`src/shared/apmc_pkg.sv`:
```
/*
  apmc_pkg: constants and carrier types for the converter power and mode control block.
  Assumes a 20 MHz system clock.
*/
`default_nettype none
package apmc_pkg;
  localparam int unsigned CLK_NS        = 50;
  localparam int unsigned POR_TIME_NS   = 5000;
  localparam int unsigned CONV_TIME_NS  = 3000;
  localparam int unsigned POR_CYC       = (POR_TIME_NS + CLK_NS - 1) / CLK_NS;
  localparam int unsigned CONV_CYC      = (CONV_TIME_NS + CLK_NS - 1) / CLK_NS;
  localparam int unsigned CNT_W         = 8;
  localparam int unsigned RES_W         = 14;
  localparam int unsigned NCH           = 4;
  localparam int unsigned PD_POS        = 3;
  localparam int unsigned BANK_POS      = 2;
  localparam int unsigned NSEL_LSB      = 0;
  localparam logic [3:0]  CTRL_RESET    = 4'h0;

  typedef struct packed {
    logic       power_down;
    logic       bank_b;
    logic [1:0] nch_m1;
  } apmc_ctrl_s;

  typedef enum logic [1:0] {
    APMC_RST  = 2'b00,
    APMC_IDLE = 2'b01,
    APMC_CONV = 2'b10
  } apmc_state_e;
endpackage
`default_nettype wire
```
`src/hdl/apmc_edge.sv`:
```
/*
  apmc_edge: rising and falling edge detector for a strobe sampled on clock_i.
  Assumes the strobe is already synchronous to clock_i.
*/
`timescale 1ns/100ps
`default_nettype none
module apmc_edge (
  input  wire logic clock_i,   // system clock
  input  wire logic reset_n_i, // async reset, active low
  input  wire logic sig_i,     // sampled strobe
  output logic      rise_o,    // one-cycle rising edge
  output logic      fall_o     // one-cycle falling edge
);
  logic prev_q;
  always_ff @(posedge clock_i or negedge reset_n_i) begin
    if (!reset_n_i) begin
      prev_q <= 1'b1;
    end else begin
      prev_q <= sig_i;
    end
  end
  assign rise_o = sig_i & ~prev_q;
  assign fall_o = ~sig_i & prev_q;
endmodule
`default_nettype wire

```
`src/hdl/apmc_top.sv`:
```
/*
  apmc_top: power and mode control, sequencer and result readout for a
  four-channel 14-bit converter.
  Assumes strobes synchronous to clock_i; the analog core supplies one sample
  per channel on sample_i and the bidirectional bus is resolved outside.
*/
// What this block does
// - after reset done flag high, ready after the 5 us reset interval
// - reset mode is bank A, one channel
// - result memory undefined until first conversion
// - power-down when control bit 3 set
// - power-down acts on write latch edge
// - powered down: core off, interface alive
// - bit 3 zero wakes, lower bits mode
// - results are two's-complement 14-bit values
// - control word latched on write/select rise
// - bank bit, one to four channels, 3 us each
// - ignore convert starts while sequence runs
// - read rise advances pointer, wraps after n
`timescale 1ns/100ps
`default_nettype none
module apmc_top
  import apmc_pkg::*;
(
  input  wire logic                    clock_i,        // system clock, 20 MHz
  input  wire logic                    reset_n_i,      // async reset, active low
  input  wire logic                    cs_n_i,         // chip select, active low
  input  wire logic                    wr_n_i,         // write strobe, active low
  input  wire logic                    rd_n_i,         // read strobe, active low
  input  wire logic                    convert_start_strobe_n_i, // start, active low
  input  wire logic [3:0]              control_word_bits_i,  // low data lines in
  input  wire logic [NCH*RES_W-1:0]    sample_i,       // held samples, ch1 lowest
  output logic [RES_W-1:0]             result_bits_o,  // result word out
  output logic                         result_oe_o,    // drive data lines
  output logic                         done_n_o,       // done flag, active low
  output logic                         core_on_o,      // conversion logic powered
  output logic                         bank_b_o,       // bank B selected
  output logic                         ready_o         // accepts a start
);
  apmc_state_e              state_q, state_d;
  apmc_ctrl_s               ctrl_q;
  logic [CNT_W-1:0]         cnt_q;
  logic [1:0]               ch_q;
  logic [1:0]               ptr_q;
  logic                     done_n_q;
  logic [RES_W-1:0]         mem_q [NCH];
  logic [RES_W-1:0]         out_q;
  logic                     wr_act, cs_act_rd;
  logic                     wr_rise;
  logic                     rd_rise, rd_fall;
  logic                     cv_rise;
  logic                     wr_latch, start_ok, conv_tick, seq_last;
  logic                     wr_sel_q;

  // write strobe qualified by select, and read strobe qualified by select
  assign wr_act    = ~cs_n_i & ~wr_n_i;
  assign cs_act_rd = ~cs_n_i & ~rd_n_i;

  apmc_edge u_wr (
    .clock_i   (clock_i),
    .reset_n_i (reset_n_i),
    .sig_i     (~wr_act),
    .rise_o    (wr_rise),
    .fall_o    ()
  );
  apmc_edge u_rd (
    .clock_i   (clock_i),
    .reset_n_i (reset_n_i),
    .sig_i     (~cs_act_rd),
    .rise_o    (rd_rise),
    .fall_o    (rd_fall)
  );
  apmc_edge u_cv (
    .clock_i   (clock_i),
    .reset_n_i (reset_n_i),
    .sig_i     (convert_start_strobe_n_i),
    .rise_o    (cv_rise),
    .fall_o    ()
  );

  // the end of the combined low window covers either wr or cs rising first
  always_ff @(posedge clock_i or negedge reset_n_i) begin
    if (!reset_n_i) begin
      wr_sel_q <= 1'b0;
    end else begin
      wr_sel_q <= wr_act;
    end
  end
  assign wr_latch = wr_rise & wr_sel_q;

  assign start_ok  = (state_q == APMC_IDLE) & ~ctrl_q.power_down;
  assign conv_tick = (cnt_q == CNT_W'(CONV_CYC - 1));
  assign seq_last  = conv_tick & (ch_q == ctrl_q.nch_m1);

  always_comb begin
    state_d = state_q;
    unique case (state_q)
      APMC_RST:  if (cnt_q == CNT_W'(POR_CYC - 1)) state_d = APMC_IDLE;
      APMC_IDLE: if (cv_rise && start_ok) state_d = APMC_CONV;
      APMC_CONV: begin
        if (ctrl_q.power_down) state_d = APMC_IDLE;
        else if (seq_last) state_d = APMC_IDLE;
      end
      default:   state_d = APMC_IDLE;
    endcase
  end

  always_ff @(posedge clock_i or negedge reset_n_i) begin
    if (!reset_n_i) begin
      state_q <= APMC_RST;
    end else begin
      state_q <= state_d;
    end
  end

  // control word; power-down takes hold on the latching edge itself
  always_ff @(posedge clock_i or negedge reset_n_i) begin
    if (!reset_n_i) begin
      ctrl_q <= apmc_ctrl_s'(CTRL_RESET);
    end else if (wr_latch) begin
      ctrl_q.power_down <= control_word_bits_i[PD_POS];
      if (!control_word_bits_i[PD_POS]) begin
        ctrl_q.bank_b <= control_word_bits_i[BANK_POS];
        ctrl_q.nch_m1 <= control_word_bits_i[NSEL_LSB +: 2];
      end
    end
  end

  // cycle counter: reset interval, then 3 us per channel
  always_ff @(posedge clock_i or negedge reset_n_i) begin
    if (!reset_n_i) begin
      cnt_q <= '0;
      ch_q  <= '0;
    end else if (state_q == APMC_RST) begin
      cnt_q <= cnt_q + CNT_W'(1);
    end else if (state_q == APMC_CONV && !ctrl_q.power_down) begin
      cnt_q <= conv_tick ? '0 : cnt_q + CNT_W'(1);
      if (conv_tick) begin
        ch_q <= ch_q + 2'h1;
      end
    end else begin
      cnt_q <= '0;
      ch_q  <= '0;
    end
  end

  // result memory is never cleared, so it is undefined before a conversion
  always_ff @(posedge clock_i) begin
    if (state_q == APMC_CONV && conv_tick && !ctrl_q.power_down) begin
      mem_q[ch_q] <= sample_i[ch_q*RES_W +: RES_W];
    end
  end

  // done flag low after last channel; first read falling edge clears it
  always_ff @(posedge clock_i or negedge reset_n_i) begin
    if (!reset_n_i) begin
      done_n_q <= 1'b1;
    end else if (state_q == APMC_CONV && seq_last && !ctrl_q.power_down) begin
      done_n_q <= 1'b0;
    end else if (rd_fall || cv_rise) begin
      done_n_q <= 1'b1;
    end
  end

  // pointer wraps to channel one after n reads; the last channel of a sequence rewinds it
  always_ff @(posedge clock_i or negedge reset_n_i) begin
    if (!reset_n_i) begin
      ptr_q <= '0;
    end else if (state_q == APMC_CONV && seq_last) begin
      ptr_q <= '0;
    end else if (rd_rise) begin
      ptr_q <= (ptr_q == ctrl_q.nch_m1) ? 2'h0 : ptr_q + 2'h1;
    end
  end

  always_ff @(posedge clock_i or negedge reset_n_i) begin
    if (!reset_n_i) begin
      out_q <= '0;
    end else if (rd_fall) begin
      out_q <= mem_q[ptr_q];
    end
  end

  assign result_bits_o = out_q;
  assign result_oe_o   = cs_act_rd;
  assign done_n_o      = done_n_q;
  assign core_on_o     = ~ctrl_q.power_down;
  assign bank_b_o      = ctrl_q.bank_b;
  assign ready_o       = start_ok;
endmodule
`default_nettype wire

```
`config.mk`:
```
export PLATFORM = sky130hd
export DESIGN_NAME = apmc_top
export DESIGN_NICKNAME = d
export VERILOG_FILES = /design/src/shared/apmc_pkg.sv /design/src/hdl/apmc_edge.sv /design/src/hdl/apmc_top.sv
export SDC_FILE = /design/constraint.sdc
export NUM_CORES = 1
export LEC_CHECK = 0
export BUFFER_PORTS_ARGS = -buffer_cell sky130_fd_sc_hd__buf_2
export CORE_MARGIN = 8
export CORE_UTILIZATION = 49
export CTS_BUF_LIST = sky130_fd_sc_hd__clkbuf_16
export CTS_CLUSTER_DIAMETER = 120
export DETAILED_ROUTE_END_ITERATION = 7
export HOLD_SLACK_MARGIN = 0.15
export PLACE_DENSITY = 0.75
export SYNTH_ARGS = -nofsm -noshare
export SYNTH_HDL_FRONTEND = slang
export SYNTH_SLANG_ARGS = --single-unit
```
`constraint.sdc`:
```
create_clock -name clock_i -period 1.85 [get_ports clock_i]
set_clock_uncertainty 0.1 [all_clocks]
set_input_delay 0.37 -clock clock_i [delete_from_list [all_inputs] [get_ports clock_i]]
set_output_delay 0.37 -clock clock_i [all_outputs]
set_load 0.01 [all_outputs]
```
# Word-level counts from Yosys, hierarchy flattened
# Memories as Yosys holds them, arrays and structs flattened. A register that Yosys moved wholly into a read port is not among the register bits.
# Cells that the tools add are included.
dict set report op_classes {
  mux 17
  bitwise 20
  shifts 1
  n_addsub 3
  eq_ne 10
  n_reduce_logical 15
  n_mul 1
}
# op count
set ops {}
lappend ops {{variable part select 56 x 7 -> 14 bit} 1}
lappend ops {{two-way mux 8 bit} 3}
lappend ops {{two-way mux 2 bit} 9}
lappend ops {{NOT 1 bit} 11}
lappend ops {{AND 1 bit} 9}
lappend ops {{adder 8 x 1 -> 8 bit (second input constant)} 1}
lappend ops {{equality test 8 x 6 -> 1 bit (second input constant)} 1}
lappend ops {{equality test 8 x 7 -> 1 bit (second input constant)} 1}
lappend ops {{logical AND 1 bit} 6}
lappend ops {{case mux 2 bit (3 select lines)} 1}
lappend ops {{multiplier 2 x 3 -> 5 bit (second input constant)} 1}
lappend ops {{adder 2 x 1 -> 2 bit (second input constant)} 2}
lappend ops {{equality test 2 bit} 2}
lappend ops {{two-way mux 1 bit} 4}
lappend ops {{inequality test 2 bit (second input constant)} 2}
lappend ops {{AND reduction 2 bit} 2}
lappend ops {{nonzero test 2 bit} 2}
lappend ops {{inequality test 3 bit (second input constant)} 1}
lappend ops {{AND reduction 3 bit} 1}
lappend ops {{equality test 2 x 1 -> 1 bit (second input constant)} 1}
lappend ops {{equality test 2 bit (second input constant)} 1}
lappend ops {{logical NOT 1 bit} 2}
lappend ops {{logical NOT 2 bit} 1}
lappend ops {{inequality test 2 x 1 -> 1 bit (second input constant)} 1}
lappend ops {{logical OR 1 bit} 1}
dict set report word_totals {
  in_bits 66
  word_cells 80
  output_inout_bits 19
  regBits 23
  ramBits 56
  memories 1
}
# memory depth width rd rd_ports_with_merged_regs write_ports line_no
set memory_table {}
lappend memory_table {mem_q 4 14 1 1 1 apmc_top.sv:46} ;# logic [RES_W-1:0] mem_q [NCH];

# Logic depth before layout (Yosys ltp)
# Gate-level depths: netlist (run 1).
dict set report depth {
  word_depth 6
  ltp_mapped 6
  ltp_nobuf 4
}

# By module
# A second synthesis (run 1) with hierarchy kept.
dict set report unflattened {
  hier_cells 235
  area_unflattened_um2 4135.2
}
# mod instances area_per_inst_um2 cells_per_inst seq_area_each_um2
set by_module_without_submodules {}
lappend by_module_without_submodules {apmc_top 1 4011.3 226 2533.7}
lappend by_module_without_submodules {apmc_edge 3 41.3 3 26.3}

# Worst setup path before layout (run 1)
# Ideal clock, no wire load.
dict set report synth_path {
  path_type {register -> register}
  from {register cnt_q[0]}
  to {memory mem_q[0][0] (enable)}
  path_buffers 0
  path_stages_with_launch 5
  setup_slack_ps -156
  required_time_ps 1384
  t_arrival_ps 1540
  setup_time_ps 366
  period_less_slack_ps 2006
  cell_sequence {dfrtp_1 > ha_1 > nor3b_1 > and3_1 > and2_1}
}
dict set report synth_via {
  elab_chain_cells 5
}
# item line_no
set synth_rtl {}
lappend synth_rtl {{start, declared} apmc_top.sv:42} ;# logic [CNT_W-1:0] cnt_q;
lappend synth_rtl {{start signal, assigned} apmc_top.sv:135} ;# cnt_q <= cnt_q + CNT_W'(1);
lappend synth_rtl {{start signal, assigned} apmc_top.sv:137} ;# cnt_q <= conv_tick ? '0 : cnt_q + CNT_W'(1);
lappend synth_rtl {{equality test 8 x 6 -> 1 bit} apmc_top.sv:92} ;# assign conv_tick = (cnt_q == CNT_W'(CONV_CYC - 1));
lappend synth_rtl {{logical AND 1 bit (2 in series)} apmc_top.sv:149} ;# if (state_q == APMC_CONV && conv_tick && !ctrl_q.power_down) begin
lappend synth_rtl {{two-way mux 1 bit} apmc_top.sv:149}
lappend synth_rtl {{two-way mux 1 bit (not written as such)} apmc_top.sv:150} ;# mem_q[ch_q] <= sample_i[ch_q*RES_W +: RES_W];
lappend synth_rtl {{end, declared} apmc_top.sv:46}
# No other way between the ends.

# Worst setup path after layout (run 1)
dict set report layout_path {
  from {register ctrl_q[3] (netlist bit)}
  to {output ready_o}
}
dict set report layout_via {
  elab_chain_cells 2
}
# item line_no
set layout_rtl {}
lappend layout_rtl {{start, declared} apmc_top.sv:41} ;# apmc_ctrl_s ctrl_q;
lappend layout_rtl {{start signal, assigned} apmc_top.sv:119} ;# ctrl_q <= apmc_ctrl_s'(CTRL_RESET);
lappend layout_rtl {{NOT 1 bit} apmc_top.sv:91} ;# assign start_ok = (state_q == APMC_IDLE) & ~ctrl_q.power_down;
lappend layout_rtl {{AND 1 bit} apmc_top.sv:91}
lappend layout_rtl {{end, declared} apmc_top.sv:38} ;# output logic ready_o
# No other way between the ends.

==> results of run 1 <==
cell usage in the layout (no fill, tap or decap), types with 3 or more instances in the layout:
master,netlist,final
a21oi_1,4,4
nand2_1,5,5
buf_2,6,84
nor2b_1,3,3
and2_2,0,4
nor2_1,6,6
dfstp_2,4,4
edfxtp_1,56,56
dlygate4sd3_1,0,3
or3_1,3,3
o21ai_0,3,3
ha_1,6,6
inv_1,9,11
buf_4,0,12
nor3b_1,4,4
buf_12,1,8
xnor2_1,5,5
dfrtp_1,33,33
mux4_1,7,7
nand3_1,6,6
mux4_2,21,21
clkbuf_16,0,9
mux2_2,18,18
sequential cells by signal (all words and copies together) (netlist names), 2 cells and up:
| register | cells |
|---|---|
| ctrl_q | 3 |
| result_bits_o | 14 |
| ch_q | 2 |
| mem_q | 56 |
| ptr_q | 2 |
| cnt_q | 8 |
| state_q | 2 |
cell usage after synthesis (3+ instances only):
master    number
nor2b_1        3
mux4_2        21
nand2_1        5
a21oi_1        4
o21ai_0        3
dfstp_2        4
ha_1           6
mux2_2        18
edfxtp_1      56
or3_1          3
dfrtp_1       33
nand3_1        6
inv_1          9
and2_1         4
nor3b_1        4
nor2_1         6
mux4_1         7
buf_2          6
xnor2_1        5
power by group:
group	switching, mW	internal [mW]	total (mW)
Sequential	0.137	2.46	2.59
Clock	0.736	1.04	1.78
Combinational	0.687	0.837	1.52
Total	1.56	4.34	5.90
cell type report:
cell class | count | area (um^2) | share of cell area, %
clock buffers | 9 | 225 | 4.35
well taps | 105 | 131 | 2.54
inverters | 10 | 40.0 | 0.773
multi-input cells | 119 | 1400 | 27.1
flip-flops and latches | 93 | 2610 | 50.4
clock inverters | 7 | 67.6 | 1.30
repair buffers | 107 | 701 | 13.5
cell families after synthesis:
kind of cell    after synthesis  synth area share [%]
buf+inv                      20                  2.65
compound gates               16                  2.80
simple gates                 44                  6.78
xor+xnor                      6                  1.28
mux                          47                  21.1
fa+ha+maj                     6                  1.83
flops                        93                  63.5
worst min-delay path by stage:
stage / slack [ns] / endpoint / start
final: 0.18 / bank_b_o / control_word_bits_i[2]
after global routing: 0.17 / ctrl_q[0] / control_word_bits_i[0]
after floorplan: -0.03 / bank_b_o / reset_n_i
after CTS: 0.16 / bank_b_o / control_word_bits_i[2]
after global placement: 0.25 / bank_b_o / reset_n_i
after detailed placement: 0.25 / bank_b_o / reset_n_i
timing repair:
| item | in CTS | in global routing |
|---|---|---|
| endpoints found under the setup margin | 0 | 15 |
| hold buffers | 3 | 0 |
| endpoints found under the hold margin | 17 | 0 |
| gates resized for setup | 0 | 2 |
worst register-to-register path, delay by kind of cell, from the launching register on:
kind | cells | cell delay (ns)
adder cells (fa/ha/maj) | 1 | 0.16
AND/OR/NAND/NOR | 3 | 0.65
flip-flops | 1 | 0.35
buffers and inverters | 1 | 0.15
per-layer routing:
layer  GRT usage [%]  vias to the layer above  routed length [um]
met3            4.67                        9                 525
met1            18.7                     1208                3470
met2            25.4                       85                4190
met4            5.45                        0                 112
li1                -                     1136                   -
met5               0                        -                   0
stage by stage:
step,utilization [%],hold slack [ns]
after floorplan,-,-0.0256
after global placement,59.3,0.247
after detailed placement,59.3,0.252
after CTS,63.3,0.163
after global routing,63.4,0.172
final,63.4,0.179
==> summary.md, run 1 <==
| Metric | Value |
|---|---|
| Vias | 2,438 |
| Drt initial violations | 92 |
| Largest net degree at the start of global routing | 21 |
| Seq/Total Area, Yosys | 63.5% |
| Mean Syn Cell Area | 17.7 um^2 |
| CTS Sinks | 93 |
| Worst setup SP type | flop |
| # placed instances | 431 |
| Setup violators final | 0 |
| Buf/Inv on CP | 2 |
| R2R Setup Slk | 0.14 ns |
| Post-synth top area share | 40.9% |
| DRC | 0 |
| FF+latch count, synth | 93 |
| Number of top-level pins | 85 |
| Diodes inserted | 0 |
| Post-route cell area | 0.00518 mm^2 |
| Worst r2r src | cnt_q[0] |
| Root Buffer Master | clkbuf_16 |
| Setup TNS | 0 ns |
| Final Cycle Share | 93.3% |
| Synthesized net count | 304 |
| Count of final max-slew check failures | 0 |
| P_leak | 2.06 nW |
| Place WS | 0.123 ns |
| Total wire length | 8310 um |
| Core footprint | 0.00818 mm^2 |
| Synth unique cells | 48 |
| Final worst-path setup slack | 0.124 ns |
| Top post-synthesis cells by area | edfxtp_1, dfrtp_1, mux4_2, mux2_2, mux4_1 |
| Netlist Area Pre-Place | 0.00411 mm^2 |
| Die Y | 108 um |
| CTS Buf Count | 9 |
| CP required | 1.38 ns |
| CP Capture Type | primary output |
| FP Rows | 33 |
| Placed cell areas | 0.00485 mm^2 |
| Max clock buf depth | 2 |
| Mean number of vias per cell | 5.42 |
| Die X-Extent | 108 um |
| CP delay by family, top | flip-flops |
| Async SR Flop Fraction | 39.8% |
| Nets | 412 |
| DP HPWL | 6010 um |
| Layout cells sized above 1 | 50.4% |
| Slowest CP cell | dfrtp_1 |
| Hold Path Cell Cnt | 2 |
| Pwr dens | 1140 mW/mm^2 |
| Area growth syn-to-layout | 26.0% |
| Setup crit end | ready_o |
| Peak supply drop | 0.692 mV |
| EDFF count, synth | 56 |
| Grt total ovfl | 0 |
| Cells after synthesis | 232 |
| Fmax achieved | 0.579 GHz |
| Register-to-Register Path Depth | 5 |
| Yosys warnings | 0 |
| Vias in the first global route | 2,720 |
| Final Power | 5.90 mW |
| PortBufs | 84 |
| Die Area | 0.0116 mm^2 |
| Layout fillers | 587 |
| RSZ-0062 raised after global routing | false |
| Max Cap Violations | 0 |
| Slew HR | 68.0% |
| Status | completed |
| First drt pass iteration count | 4 |
| Initial antenna violation count | 0 |
| DR WL/cell | 18.5 um |
| Worst-margin pin slew | 0.481 ns |
| Synth area leader | edfxtp_1 |
| H-tree Lvls | 3 |
| Hold Fails Final Rpt | 0 |
| Initial Utilization | 50.3% |
| Critical path arrival | 1.26 ns |
| Crit path time final | 1.73 ns |
| CTS clock-pin slew for the worst setup and hold paths | 0.06 ns |
| Critical Path, Cell by Cell | buf_4, nor3b_1, buf_2 |
| Ys flop type | edfxtp_1 |
| Critical R2R Capture | mem_q[2][11] |
| GP Congestion | 0.782 |
| First-pass GRT wire length | 13,700 um |
| GR Util All Layers | 15.4% |
| Worst min path class | input pin to flop |
| CP Class | flop to primary output |
| Worst-skew pair later-pin latency | 0.33 ns |
| Final Non-Filler Cells | 450 |
| Crit. Startpoint | ctrl_q[3] |
| Crit path depth | 3 |
| Critical path fanouts, max | 6 |
| Setup Buffers After CTS | 0 |
| Crit-path max cell delay | 0.39 ns |
| CTS tree | done |
| Final ANT Viol Nets | 0 |
Power figures use the tool's default switching activity.
==> run 2, diff against run 1 <==
--- a/config.mk
+++ b/config.mk
@@ -7,12 +7,13 @@
 export LEC_CHECK = 0
 export BUFFER_PORTS_ARGS = -buffer_cell sky130_fd_sc_hd__buf_2
 export CORE_MARGIN = 8
-export CORE_UTILIZATION = 49
+export CORE_UTILIZATION = 59
 export CTS_BUF_LIST = sky130_fd_sc_hd__clkbuf_16
 export CTS_CLUSTER_DIAMETER = 120
 export DETAILED_ROUTE_END_ITERATION = 7
 export HOLD_SLACK_MARGIN = 0.15
-export PLACE_DENSITY = 0.75
+export PLACE_DENSITY = 0.85
+export SETUP_SLACK_MARGIN = 0.5
 export SYNTH_ARGS = -nofsm -noshare
 export SYNTH_HDL_FRONTEND = slang
 export SYNTH_SLANG_ARGS = --single-unit
==> constraint.sdc (replaced) <==
create_clock -name clock_i -period 2.25 [get_ports clock_i]
set_clock_uncertainty 0.1 [all_clocks]
set_input_delay 0.45 -clock clock_i [delete_from_list [all_inputs] [get_ports clock_i]]
set_output_delay 0.45 -clock clock_i [all_outputs]
set_load 0.01 [all_outputs]
==> run 2 against run 1 <==
Net effect:
- non-clock buffer count down 9
- largest cell class unchanged
- total power down 16%
- routed wire length up 11%
- critical path type is now flop to flop
- sequential power down 13%
- critical path depth up 1
- core utilization up 12 points
- combinational power down 28%
- highest routed layer unchanged
==> summary.md, run 2 (synthesized netlist as in run 1, its figures left out) <==
| Metric | Value |
|---|---|
| Setup TNS | 0 ns |
| Switching part of the total | 26.8% |
| CTS Buf Count | 9 |
| Vias in the first global route | 2,824 |
| Register area | 0.00262 mm^2 |
| Die Area | 0.00990 mm^2 |
| Clock group share of total power | 32.3% |
| Largest Register | mem_q |
| CTS clock-pin slew for the worst setup and hold paths | 0.07 ns |
| Diodes inserted | 0 |
| CTS Sinks | 93 |
| Hold Fails Final Rpt | 0 |
| Worst-skew pair later-pin latency | 0.34 ns |
| Largest net degree at the start of global routing | 38 |
| Total wire length | 9210 um |
| Nets | 408 |
| Worst setup SP type | flop |
| CTS tree | done |
| Critical path arrival | 1.66 ns |
| Number of top-level pins | 85 |
| Commonest non-fill, non-tap cells in the layout | buf_2, edfxtp_1, dfrtp_1, mux4_2, mux2_2 |
| Mean number of vias per cell | 6.07 |
| Core footprint | 0.00676 mm^2 |
| P_leak | 2.02 nW |
| Most common cell after layout, fill and taps aside | buf_2 |
| Crit path time final | 1.72 ns |
| NetSw | 1.33 mW |
| Register-to-Register Path Depth | 4 |
| Setup violators final | 0 |
| R2R Setup Slk | 0.53 ns |
| Grt total ovfl | 0 |
| Count of final max-slew check failures | 0 |
| Hold_sp | wr_n_i |
| Max clock buf depth | 2 |
| Critical path fanouts, max | 7 |
| Fmax achieved | 0.581 GHz |
| Worst min path class | input pin to flop |
| Final ANT Viol Nets | 0 |
| DP HPWL | 5850 um |
| Area growth syn-to-layout | 24.2% |
| FP Rows | 30 |
| Root Buffer Master | clkbuf_16 |
| Pint | 3.63 mW |
| DRC | 0 |
| Comb power frac | 22.2% |
| Area of the multi-input gates | 0.00150 mm^2 |
| Hold Path Cell Cnt | 2 |
| RSZ-0062 raised after global routing | true |
| First-pass GRT wire length | 14,500 um |
| Layout cells sized above 1 | 54.0% |
| Critical R2R Capture | mem_q[0][5] |
| GP Congestion | 0.796 |
| First drt pass iteration count | 5 |
| Final Cycle Share | 76.5% |
| Layout fillers | 402 |
| Die X-Extent | 99.5 um |
| CP Capture Type | flop |
| Worst-margin pin slew | 0.517 ns |
| DR WL/cell | 21.9 um |
| Status | completed |
| PortBufs | 84 |
| Peak supply drop | 0.512 mV |
| GR Util All Layers | 19.4% |
| Pwr dens | 970 mW/mm^2 |
| CP Class | flop to flop |
| Max reg flops | 56 |
| Part of the power in registers | 45.6% |
| Initial antenna violation count | 0 |
| Worst hold endpoint | wr_sel_q |
| CP required | 2.19 ns |
| Max Cap Violations | 0 |
| Vias | 2,554 |
| Slew HR | 65.5% |
| Initial Utilization | 60.9% |
| Crit. Startpoint | cnt_q[1] |
| Worst hold margin | 0.204 ns |
| Drt initial violations | 108 |
| H-tree Lvls | 3 |
| Worst r2r src | cnt_q[1] |
| Die Y | 99.5 um |
-- run 2: cell count changes in the layout (fill, tap and decap cells not counted), sizes merged --
cell / delta
buf: -8
and2: +4
inv: -2
and3: +1
bufinv: +1
clkinv: +1
dlygate4sd3: -1
-- run 2: stage by stage --
stage                     area (um^2)  total power, mW  worst slack [ns]  instances  util [%]
after global routing             5110             5.16             0.470        421      75.6
after CTS                        5050             4.92             0.500        417      74.8
after detailed placement         4630             3.29             0.348        393      68.6
after global placement           4630             3.25             0.423        393      68.6
after floorplan                  4130             2.96             0.542        232         -
final                            5110             4.96             0.530        421      75.6
-- run 2: critical path, cell delays in order, from the launching register on --
cell,delay [ns]
dfrtp_2,0.41
ha_4,0.16
nor3b_4,0.24
and3_4,0.28
and2_4,0.24
-- run 2: area by class of cell --
class	count	share of cell area [%]
repair buffers	98	10.4
flip-flops and latches	93	51.3
inverters	10	0.784
well taps	80	1.96
clock buffers	9	4.41
clock inverters	7	1.93
multi-input cells	124	29.3
-- run 2: metal layers --
metal  track usage [%]  part of all wire [%]  vias to the layer above
li1                  -                     -                     1141
met1              21.6                    37                     1300
met2              34.3                    55                       98
met3              5.73                   6.0                       15
met4              7.22                   1.8                        0
met5                 0                     0                        -
-- run 2: how the worst max path moves through the flow --
stage	slack (ns)	to	cells after the start
floorplan	0.54	mem_q[0][10]	3
global placement	0.42	mem_q[2][10]	4
detailed placement	0.35	mem_q[1][10]	4
CTS	0.50	ready_o	2
global route	0.47	mem_q[0][3]	4
finish	0.53	mem_q[0][5]	4
-- run 2: what timing repair did --
item                                    4_1_cts  5_1_grt
gates cloned                                  5        0
pin swaps                                     5        2
hold buffers                                  2        0
hold endpoints to repair                     34        0
buffers inserted                              1        4
resized for setup                            14        7
endpoints found under the setup margin       84       62
-- run 2: power groups by stage --
stage / Combinational, mW / Clock (mW) / Sequential [mW]
after detailed placement: 1.02 / 0 / 2.27
after global placement: 0.994 / 0 / 2.26
after CTS: 1.05 / 1.62 / 2.25
after floorplan: 0.712 / 0 / 2.25
after global routing: 1.20 / 1.67 / 2.29
final: 1.10 / 1.60 / 2.26
